**config.mk**
```make
export PLATFORM = sky130hd
export DESIGN_NAME = lfp_top
export DESIGN_NICKNAME = d
export VERILOG_FILES = /design/src/pkg/lfp_pkg.sv /design/src/core/lfp_top.sv
export SDC_FILE = /design/constraint.sdc
export NUM_CORES = 1
export LEC_CHECK = 0
export CORE_MARGIN = 2
export CORE_UTILIZATION = 45
export DETAILED_ROUTE_END_ITERATION = 7
export DONT_BUFFER_PORTS = 1
export PLACE_DENSITY = 0.66
export RECOVER_POWER = 25
export SYNTH_ARGS = -nofsm -noshare
export SYNTH_HDL_FRONTEND = slang
export SYNTH_SLANG_ARGS = --single-unit
```
**constraint.sdc**
```tcl
create_clock -name I_CORE_CLK -period 3.6 [get_ports I_CORE_CLK]
set_input_delay 0.18 -clock I_CORE_CLK [delete_from_list [all_inputs] [get_ports I_CORE_CLK]]
set_output_delay 0.18 -clock I_CORE_CLK [all_outputs]
set_load 0.01 [all_outputs]
```
**src/pkg/lfp_pkg.sv**
```systemverilog
// package for the led driver protection and fault-flag block
package lfp_pkg;

  // ****************************************
  // register map
  // ****************************************
  localparam logic [11:0] LFP_OFF_CTRL = 12'h000;
  localparam logic [11:0] LFP_OFF_STATUS = 12'h004;
  localparam logic [11:0] LFP_OFF_IRQ_STAT = 12'h008;
  localparam logic [11:0] LFP_OFF_IRQ_MASK = 12'h00C;
  localparam int LFP_CTRL_SHORT_DIS_BIT = 0;
  localparam logic [0:0] LFP_CTRL_RESET = 1'h0;
  localparam logic [6:0] LFP_IRQ_MASK_RESET = 7'h00;
  localparam int LFP_EVT_W = 7;

  // ****************************************
  // timing
  // ****************************************
  // switching-clock periods to latch-off (about 109 ms at 300 kHz)
  localparam int LFP_LATCH_COUNT = 32770;
  localparam int LFP_CNT_W = 16;

  // ****************************************
  // carriers
  // ****************************************
  // digitised comparator indications, all asynchronous to the core clock
  typedef struct packed {
    logic [3:0] pin_high;    // channel pin above 4.5 V
    logic [3:0] pin_low;     // channel pin below 0.3 V
    logic ovp_open;          // overvoltage sense at or above 1.7 V
    logic ovp_release;       // overvoltage sense below 1.45 V
    logic ovp_trip;          // overvoltage sense above 2.0 V
    logic overcurrent_protect;               // current sense below supply minus 0.6 V
    logic temp_cool;         // junction below 150 C
    logic temp_hot;          // junction above 175 C
    logic reg_ok;            // regulator above 3.5 V
    logic reg_low;           // regulator below 2.0 V
    logic supply_ok;         // supply above 4.0 V
    logic supply_low;        // supply below 3.5 V
  } lfp_cmp_t;

  // protection state, also the status register layout (low bits)
  typedef struct packed {
    logic [3:0] ch_short;
    logic [3:0] ch_open;
    logic low_power;
    logic short_circuit_protect;
    logic overvoltage_sense;
    logic overcurrent_protect;
    logic thermal_shutdown;
    logic undervoltage_lockout;
  } lfp_stat_t;

endpackage

```
**src/core/lfp_top.sv**
```systemverilog
// protection, latch-off and fault-flag logic of a four-channel led driver
`timescale 1ns/1ps
// ****************************************
// Overview of operation
// supply or regulator low shuts all but regulator; resume above 4.0V and 3.5V.
// junction above 175C shuts all but regulator; release below 150C.
// current sense low discharges soft-start, stops switching; releases automatically.
// overvoltage above 2.0V discharges soft-start, stops switching; release below 1.45V.
// channel pin low runs short-circuit counter; expiry latches all off until re-enable.
// pin back above 0.3V before expiry resets counter, no latch.
// fault counters clocked by switching clock; latch at count 32770.
// pin low with overvoltage sense at 1.7V flags open, latches that channel.
// pin above 4.5V runs short counter; expiry latches that channel until re-enable.
// short condition evaluated only while pwm input is high.
// short condition clearing before expiry resets counter, channel keeps running.
// short detection disabled when disable pin high, active when low; the code also disables it while ctrl_short_dis is set.
// system fault output low on lockout, thermal, overvoltage or short-circuit.
// led fault output low on any channel open or short.
// after enable a counter runs; pwm-off detection then enters reduced power.
// host enables after supply, then pwm and sync after regulator up; the host model gates its switching clock on enable only.
// two channel selects pick four, three, two or one active channels.
// each enabled driver follows pwm input level directly.
// all comparator indications synchronised before use.
// ****************************************
module lfp_top
  import lfp_pkg::*;
#(
  parameter int LATCH_COUNT = lfp_pkg::LFP_LATCH_COUNT
) (
  // clock, reset, enable
  input wire logic I_CORE_CLK,
  input wire logic I_RSTN,
  input wire logic I_CLK_EN,
  // pins from the host
  input wire logic I_EN,
  input wire logic I_PWM,
  input wire logic I_SHORT_DETECT_DISABLE,
  input wire logic I_CHANNEL_SELECT_A,
  input wire logic I_CHANNEL_SELECT_B,
  // switching clock and comparators
  input wire logic I_SW_CLK,
  input wire lfp_pkg::lfp_cmp_t I_CMP,
  // ahb-lite slave
  input wire logic I_HSEL,
  input wire logic [11:0] I_HADDR,
  input wire logic [1:0] I_HTRANS,
  input wire logic I_HWRITE,
  input wire logic [2:0] I_HSIZE,
  input wire logic [31:0] I_HWDATA,
  input wire logic I_HREADY,
  output logic O_HREADYOUT,
  output logic [31:0] O_HRDATA,
  output logic O_HRESP,
  // fault pins, open drain
  output logic O_SYSTEM_FAULT_N_OUT,
  output logic O_SYSTEM_FAULT_N_OE,
  output logic O_LED_FAULT_N_OUT,
  output logic O_LED_FAULT_N_OE,
  // power stage controls
  output logic [3:0] O_CH_ON,
  output logic O_SS_DISCHARGE,
  output logic O_SWITCH_EN,
  output logic O_BLOCKS_ON,
  output logic O_LOW_POWER,
  // interrupt
  output logic O_IRQ
);
  import lfp_pkg::*;

  generate
    if (LATCH_COUNT < 2 || LATCH_COUNT > 65535) begin : g_chk
      $error("LATCH_COUNT out of range");
    end
  endgenerate

  localparam logic [LFP_CNT_W-1:0] LAST = LFP_CNT_W'(LATCH_COUNT - 1);
  localparam int SW = $bits(lfp_cmp_t) + 6;

  // ****************************************
  // input synchronisers
  // ****************************************
  // a change is believed only once stages two and three agree
  // edges closer than two core cycles are lost, so the switching clock must stay slow
  logic [SW-1:0] raw;
  logic [SW-1:0] s1;
  logic [SW-1:0] s2;
  logic [SW-1:0] s3;
  logic [SW-1:0] flt;
  assign raw = {I_CMP, I_EN, I_PWM, I_SHORT_DETECT_DISABLE, I_CHANNEL_SELECT_A, I_CHANNEL_SELECT_B, I_SW_CLK};

  always_ff @(posedge I_CORE_CLK) begin
    if (!I_RSTN) begin
      s1 <= '0;
      s2 <= '0;
      s3 <= '0;
      flt <= '0;
    end else if (I_CLK_EN) begin
      s1 <= raw;
      s2 <= s1;
      s3 <= s2;
      for (int i = 0; i < SW; i++) begin
        if (s2[i] == s3[i]) begin
          flt[i] <= s3[i];
        end
      end
    end
  end

  lfp_cmp_t cmp;
  wire en = flt[5];
  wire pwm = flt[4];
  wire dis_pin = flt[3];
  wire sel_a = flt[2];
  wire sel_b = flt[1];
  wire sw_lvl = flt[0];
  assign cmp = flt[SW-1:6];

  // ****************************************
  // switching-clock tick
  // ****************************************
  logic sw_prev;
  wire sw_tick = sw_lvl & ~sw_prev;

  // ****************************************
  // protection state
  // ****************************************
  logic undervoltage_lockout;
  logic thermal_shutdown;
  logic overvoltage_sense;
  logic overcurrent_protect;
  logic short_circuit_protect;
  logic low_power;
  logic [3:0] ch_open;
  logic [3:0] ch_short;
  logic [LFP_CNT_W-1:0] scp_cnt;
  logic [LFP_CNT_W-1:0] pwm_cnt;
  logic [LFP_CNT_W-1:0] sh_cnt [4];
  logic ctrl_short_dis;

  // latches clear on enable low (new enable) or lockout
  wire latch_clr = ~en | undervoltage_lockout;
  wire next_undervoltage_lockout = undervoltage_lockout ? ~(cmp.supply_ok & cmp.reg_ok) : (cmp.supply_low | cmp.reg_low);
  wire next_tsd = thermal_shutdown ? ~cmp.temp_cool : cmp.temp_hot;
  wire next_ovp = overvoltage_sense ? ~cmp.ovp_release : cmp.ovp_trip;
  wire next_ocp = cmp.overcurrent_protect;

  // channel select truth table
  wire [3:0] ch_sel = {~sel_a & ~sel_b, ~sel_b, ~sel_a | ~sel_b, 1'b1};
  wire [3:0] ch_live = ch_sel & ~ch_open & ~ch_short;
  wire blocks_run = en & ~undervoltage_lockout & ~thermal_shutdown & ~short_circuit_protect;
  wire [3:0] open_hit = ch_live & cmp.pin_low & {4{cmp.ovp_open}};
  wire scp_cond = |(ch_live & cmp.pin_low & ~open_hit);
  wire short_en = ~dis_pin & ~ctrl_short_dis;
  wire [3:0] short_cond = ch_live & cmp.pin_high & {4{short_en}};
  wire [3:0] short_hit;
  wire sw_run = blocks_run & ~overcurrent_protect & ~overvoltage_sense & ~low_power;

  always_ff @(posedge I_CORE_CLK) begin
    if (!I_RSTN) begin
      sw_prev <= 1'b0;
      undervoltage_lockout <= 1'b1;
      thermal_shutdown <= 1'b0;
      overvoltage_sense <= 1'b0;
      overcurrent_protect <= 1'b0;
    end else if (I_CLK_EN) begin
      sw_prev <= sw_lvl;
      undervoltage_lockout <= next_undervoltage_lockout;
      thermal_shutdown <= next_tsd;
      overvoltage_sense <= next_ovp;
      overcurrent_protect <= next_ocp;
    end
  end

  // short-circuit counter: any selected pin low for the full count
  always_ff @(posedge I_CORE_CLK) begin
    if (!I_RSTN) begin
      scp_cnt <= '0;
      short_circuit_protect <= 1'b0;
    end else if (I_CLK_EN) begin
      if (latch_clr) begin
        scp_cnt <= '0;
        short_circuit_protect <= 1'b0;
      end else if (!scp_cond || short_circuit_protect) begin
        scp_cnt <= '0;
      end else if (sw_tick) begin
        if (scp_cnt == LAST) begin
          short_circuit_protect <= 1'b1;
        end else begin
          scp_cnt <= scp_cnt + 1'b1;
        end
      end
    end
  end

  // per-channel short detection and open latch
  generate
    for (genvar c = 0; c < 4; c++) begin : g_ch
      assign short_hit[c] = sw_tick & pwm & short_cond[c] & (sh_cnt[c] == LAST);
      always_ff @(posedge I_CORE_CLK) begin
        if (!I_RSTN) begin
          sh_cnt[c] <= '0;
          ch_open[c] <= 1'b0;
          ch_short[c] <= 1'b0;
        end else if (I_CLK_EN) begin
          if (latch_clr) begin
            sh_cnt[c] <= '0;
            ch_open[c] <= 1'b0;
            ch_short[c] <= 1'b0;
          end else begin
            if (open_hit[c]) begin
              ch_open[c] <= 1'b1;
            end
            // with pwm low the comparator is ignored and the count is held
            if (!pwm) begin
              sh_cnt[c] <= sh_cnt[c];
            end else if (!short_cond[c]) begin
              sh_cnt[c] <= '0;
            end else if (short_hit[c]) begin
              ch_short[c] <= 1'b1;
              sh_cnt[c] <= '0;
            end else if (sw_tick) begin
              sh_cnt[c] <= sh_cnt[c] + 1'b1;
            end
          end
        end
      end
    end
  endgenerate

  // pwm-off detection: enable must have been on, pwm low for the full count
  always_ff @(posedge I_CORE_CLK) begin
    if (!I_RSTN) begin
      pwm_cnt <= '0;
      low_power <= 1'b0;
    end else if (I_CLK_EN) begin
      if (!en || undervoltage_lockout || pwm) begin
        pwm_cnt <= '0;
        low_power <= 1'b0;
      end else if (sw_tick && !low_power) begin
        if (pwm_cnt == LAST) begin
          low_power <= 1'b1;
        end else begin
          pwm_cnt <= pwm_cnt + 1'b1;
        end
      end
    end
  end

  // ****************************************
  // status and interrupt events
  // ****************************************
  lfp_stat_t stat;
  lfp_stat_t stat_prev;
  assign stat = '{ch_short: ch_short, ch_open: ch_open, low_power: low_power, short_circuit_protect: short_circuit_protect, overvoltage_sense: overvoltage_sense, overcurrent_protect: overcurrent_protect,
                  thermal_shutdown: thermal_shutdown, undervoltage_lockout: undervoltage_lockout};
  wire [LFP_EVT_W-1:0] evt_lvl = {|stat.ch_short, |stat.ch_open, stat.short_circuit_protect, stat.overvoltage_sense, stat.overcurrent_protect, stat.thermal_shutdown, stat.undervoltage_lockout};
  wire [LFP_EVT_W-1:0] evt_prev = {|stat_prev.ch_short, |stat_prev.ch_open, stat_prev.short_circuit_protect, stat_prev.overvoltage_sense,
                                   stat_prev.overcurrent_protect, stat_prev.thermal_shutdown, stat_prev.undervoltage_lockout};
  wire [LFP_EVT_W-1:0] evt = evt_lvl & ~evt_prev;
  logic [LFP_EVT_W-1:0] irq_stat;
  logic [LFP_EVT_W-1:0] irq_mask;

  // ****************************************
  // ahb-lite slave
  // ****************************************
  // one wait state so that read data leave a flip-flop
  logic pend;
  logic pend_wr;
  logic [11:0] pend_addr;
  wire take = I_HSEL & I_HTRANS[1] & I_HREADY;
  wire sel_ctrl = pend_addr == LFP_OFF_CTRL;
  wire sel_stat = pend_addr == LFP_OFF_STATUS;
  wire sel_istat = pend_addr == LFP_OFF_IRQ_STAT;
  wire sel_imask = pend_addr == LFP_OFF_IRQ_MASK;
  wire wr_now = pend & pend_wr;
  wire [LFP_EVT_W-1:0] w1c = (wr_now & sel_istat) ? I_HWDATA[LFP_EVT_W-1:0] : '0;
  // a new event wins over a clear in the same cycle
  wire [LFP_EVT_W-1:0] next_irq_stat = (irq_stat & ~w1c) | evt;
  wire [31:0] rd_mux = sel_ctrl ? {31'h0, ctrl_short_dis} :
                       sel_stat ? {18'h0, stat} :
                       sel_istat ? {25'h0, irq_stat} :
                       sel_imask ? {25'h0, irq_mask} : 32'h0;

  always_ff @(posedge I_CORE_CLK) begin
    if (!I_RSTN) begin
      pend <= 1'b0;
      pend_wr <= 1'b0;
      pend_addr <= 12'h000;
      O_HREADYOUT <= 1'b1;
      O_HRDATA <= 32'h0;
      O_HRESP <= 1'b0;
      ctrl_short_dis <= LFP_CTRL_RESET;
      irq_mask <= LFP_IRQ_MASK_RESET;
      irq_stat <= '0;
      stat_prev <= '0;
    end else if (I_CLK_EN) begin
      stat_prev <= stat;
      irq_stat <= next_irq_stat;
      if (pend) begin
        pend <= 1'b0;
        O_HREADYOUT <= 1'b1;
        O_HRDATA <= pend_wr ? 32'h0 : rd_mux;
        if (pend_wr && sel_ctrl) begin
          ctrl_short_dis <= I_HWDATA[LFP_CTRL_SHORT_DIS_BIT];
        end
        if (pend_wr && sel_imask) begin
          irq_mask <= I_HWDATA[LFP_EVT_W-1:0];
        end
      end else if (take) begin
        pend <= 1'b1;
        pend_wr <= I_HWRITE;
        pend_addr <= {I_HADDR[11:2], 2'b00};
        O_HREADYOUT <= 1'b0;
      end
    end
  end

  // ****************************************
  // registered outputs
  // ****************************************
  always_ff @(posedge I_CORE_CLK) begin
    if (!I_RSTN) begin
      O_SYSTEM_FAULT_N_OUT <= 1'b0;
      O_SYSTEM_FAULT_N_OE <= 1'b0;
      O_LED_FAULT_N_OUT <= 1'b0;
      O_LED_FAULT_N_OE <= 1'b0;
      O_CH_ON <= 4'h0;
      O_SS_DISCHARGE <= 1'b1;
      O_SWITCH_EN <= 1'b0;
      O_BLOCKS_ON <= 1'b0;
      O_LOW_POWER <= 1'b0;
      O_IRQ <= 1'b0;
    end else if (I_CLK_EN) begin
      O_SYSTEM_FAULT_N_OE <= undervoltage_lockout | thermal_shutdown | overvoltage_sense | short_circuit_protect;
      O_LED_FAULT_N_OE <= |(ch_open | ch_short);
      O_CH_ON <= {4{blocks_run & pwm}} & ch_live;
      O_SS_DISCHARGE <= ~sw_run;
      O_SWITCH_EN <= sw_run;
      O_BLOCKS_ON <= blocks_run;
      O_LOW_POWER <= low_power;
      O_IRQ <= |(next_irq_stat & irq_mask);
    end
  end

endmodule

```
==> results.ini <==
[power]
total_power_mw = 6.785
peakVddDrop_uv = 405.9
p_leak_nw = 5.537
p_per_area_nw_per_um2 = 464.7

[routing]
wire_per_inst_um = 15.87
routed_wl_um = 28190
first_pass_iters = 5
final_antenna_net_count = 0
drt-initial-drc-count = 680
num_vias = 9634
via_per_inst = 5.425
drcViolationCount = 0

[grt]
grt_pass1_wl_um = 45430
grt_max_degree = 123
antenna_found_initial = 0
grt_pass1_vias = 8840
grt_usage_pct = 18.78
overflow = 0

[sta]
finalClockSkew_ns = 0.01791
slew_headroom_pct = -26.68
rsz0062_at_grt = no
finalCritPeriodShare_pct = 66.71
final.setup.tns_ns = 0
min_period_ns = 2.401
fmax_mhz = 416.4
report.final.setup_viol = 0
drv_slew = 101
tightestPinTransition_ns = 1.900
finalHoldViolCount = 0

[clocking]
clk_pin_slew_ns = 0.06
postCtsSetupRepairBufs = 0
cts_tree = done
cts_sinks = 273
insertion_delay_ns = 0.56
clockBufferDepth = 3
cts_htree_levels = 1
root_buffer = clkbuf_16
numCtsBuffers = 30

[worst_setup_path]
crit_path_start_kind = primary input
cp-end-kind = flop
rr_startpoint = flt[1]
arrival_ns = 2.75
critPathRequiredTime_ns = 3.95
rrSetupSlack_ns = 1.26
r2r_end = scp_cnt[2]
worst-path-max-fanout = 100
ff2ff_path_depth = 5
crit_type = primary input to flop

[worst_hold_path]
whs_endpoint = ch_open[0]
hp-start = I_CLK_EN
hold_depth = 2
hp-class = primary input to flop

[synth]
ys_types = 73
yosysSeqAreaShare_pct = 48.14
yosysMostFrequentCell = nor2_1
synthArstFlopShare_pct = 0
synth_cells = 1334
synth_edf_count = 64
synth_ff_type = dfxtp_1
ys_warn_count = 0
synth_top_cell_by_area = dfxtp_1
synth-seq-cells = 273
yosys-top-cells-area = dfxtp_1 (33%), edfxtp_1 (15%), mux2i_1 (9.7%)
synthTopCellsByCount = nor2_1 (232), dfxtp_1 (209), mux2i_1 (123)
syn_area_um2 = 12680
synth_top_area_share_pct = 32.99
syn_avg_cell_area_um2 = 9.508

[outcome]
status = complete, but fails checks
violations = capacitance limit, slew limit

[placement]
portBuffers = 0
finalWeightedCongestion = 0.8374
placed_cells = 1650
dp_hpwl_um = 17590

[die]
die-area_um2 = 29540
pin_count = 126
initial_core_util_pct = 45.65
core_area_um2 = 27780
die_x_um = 171.9
die_y_um = 171.9
rows = 61

[finish]
post_route_cells_drive_above_1_share_pct = 6.299
area_growth_pct = 15.11
fin_cells = 1776
num-fill-cells = 2482
finalNetCount = 1464

[job]
maxCapViolations = 1

-- metal layers --
layer	track usage [%]	up-vias	part of all wire [%]
met3	3.021	36	4.3
met2	30.94	182	46
li1	-	4831	-
met4	4.056	0	1.7
met1	26.10	4585	48
met5	0	-	0
-- critical path, stage by stage --
cell,delay (ns)
inv_2,0.81
clkbuf_2,1.53
nor2_1,0.18
-- timing repair --
item,CTS,global route
hold buffers,69,0
resized for setup,0,0
endpoints found under the hold margin,167,0
-- stage by stage --
stage          setup WS (ns)  instance area, µm²  utilization, %  hold slack [ns]
6_report               1.199               14600           52.55          0.05342
5_1_grt               0.9298               14600           52.54          0.04991
4_1_cts                1.285               14600           52.56          0.02134
3_5_place_dp           1.313               12830           46.20           0.2567
3_3_place_gp           1.388               12830           46.20           0.2538
2_1_floorplan         0.9901               12760               -           0.3239
-- how the worst max path moves through the flow --
| stage | startpoint | to | slack, ns |
|---|---|---|---|
| CTS | flt[1] | scp_cnt[2] | 1.28 |
| detailed placement | flt[1] | scp_cnt[2] | 1.31 |
| finish | I_RSTN | s1[5] | 1.20 |
| global placement | flt[1] | scp_cnt[2] | 1.39 |
| global route | I_RSTN | s1[5] | 0.93 |
| floorplan | undervoltage_lockout | sh_cnt[0][0] | 0.99 |
-- registers in the layout (all words and copies together), names as in the netlist, 5 cells and up --
register / count
flt: 24
s2: 24
irq_mask: 7
O_HRDATA: 14
pwm_cnt: 16
sh_cnt: 64
scp_cnt: 16
s1: 24
evt_prev: 5
irq_stat: 7
s3: 24
stat_prev: 8
pend_addr: 10
-- report_power, final --
group	internal (mW)	total (mW)	switching [mW]
sequential	3.20	3.27	0.0664
combinational	0.150	0.328	0.178
clock	1.96	3.19	1.23
-- final cells by class --
| class | count | area (µm²) | share of cell area [%] |
|---|---|---|---|
| diodes | 1 | 2.502 | 0.01714 |
| clock buffers | 48 | 952.2 | 6.522 |
| clock inverters | 8 | 107.6 | 0.7370 |
| inverters | 29 | 108.9 | 0.7456 |
| multi-input cells | 961 | 6077 | 41.62 |
| flip-flops and latches | 273 | 6106 | 41.82 |
| well taps | 378 | 473.0 | 3.239 |
| repair buffers | 78 | 773.2 | 5.296 |
-- kinds of logic after synthesis --
kind of cell / after synthesis / synth area share (%)
AOI/OAI and AO/OA: 224 / 12.02
xor gates and xnor gates: 56 / 3.867
adders and majority gates: 12 / 1.184
buffers and inverters: 120 / 4.538
DFF: 273 / 48.14
muxes: 124 / 9.885
other: 1 / 0.02957
and+or+nand+nor: 524 / 20.34
-- layout by cell type, fill, tap and decap left out, types with 38 or more instances in the layout --
cell type	count
mux2i_1	123
dlygate4sd3_1	68
edfxtp_1	64
xor2_1	38
nand3_1	39
dfxtp_1	209
nand2_1	83
nor2_1	232
a21oi_1	60
o21ai_0	38
Power figures use the tool's default switching activity.
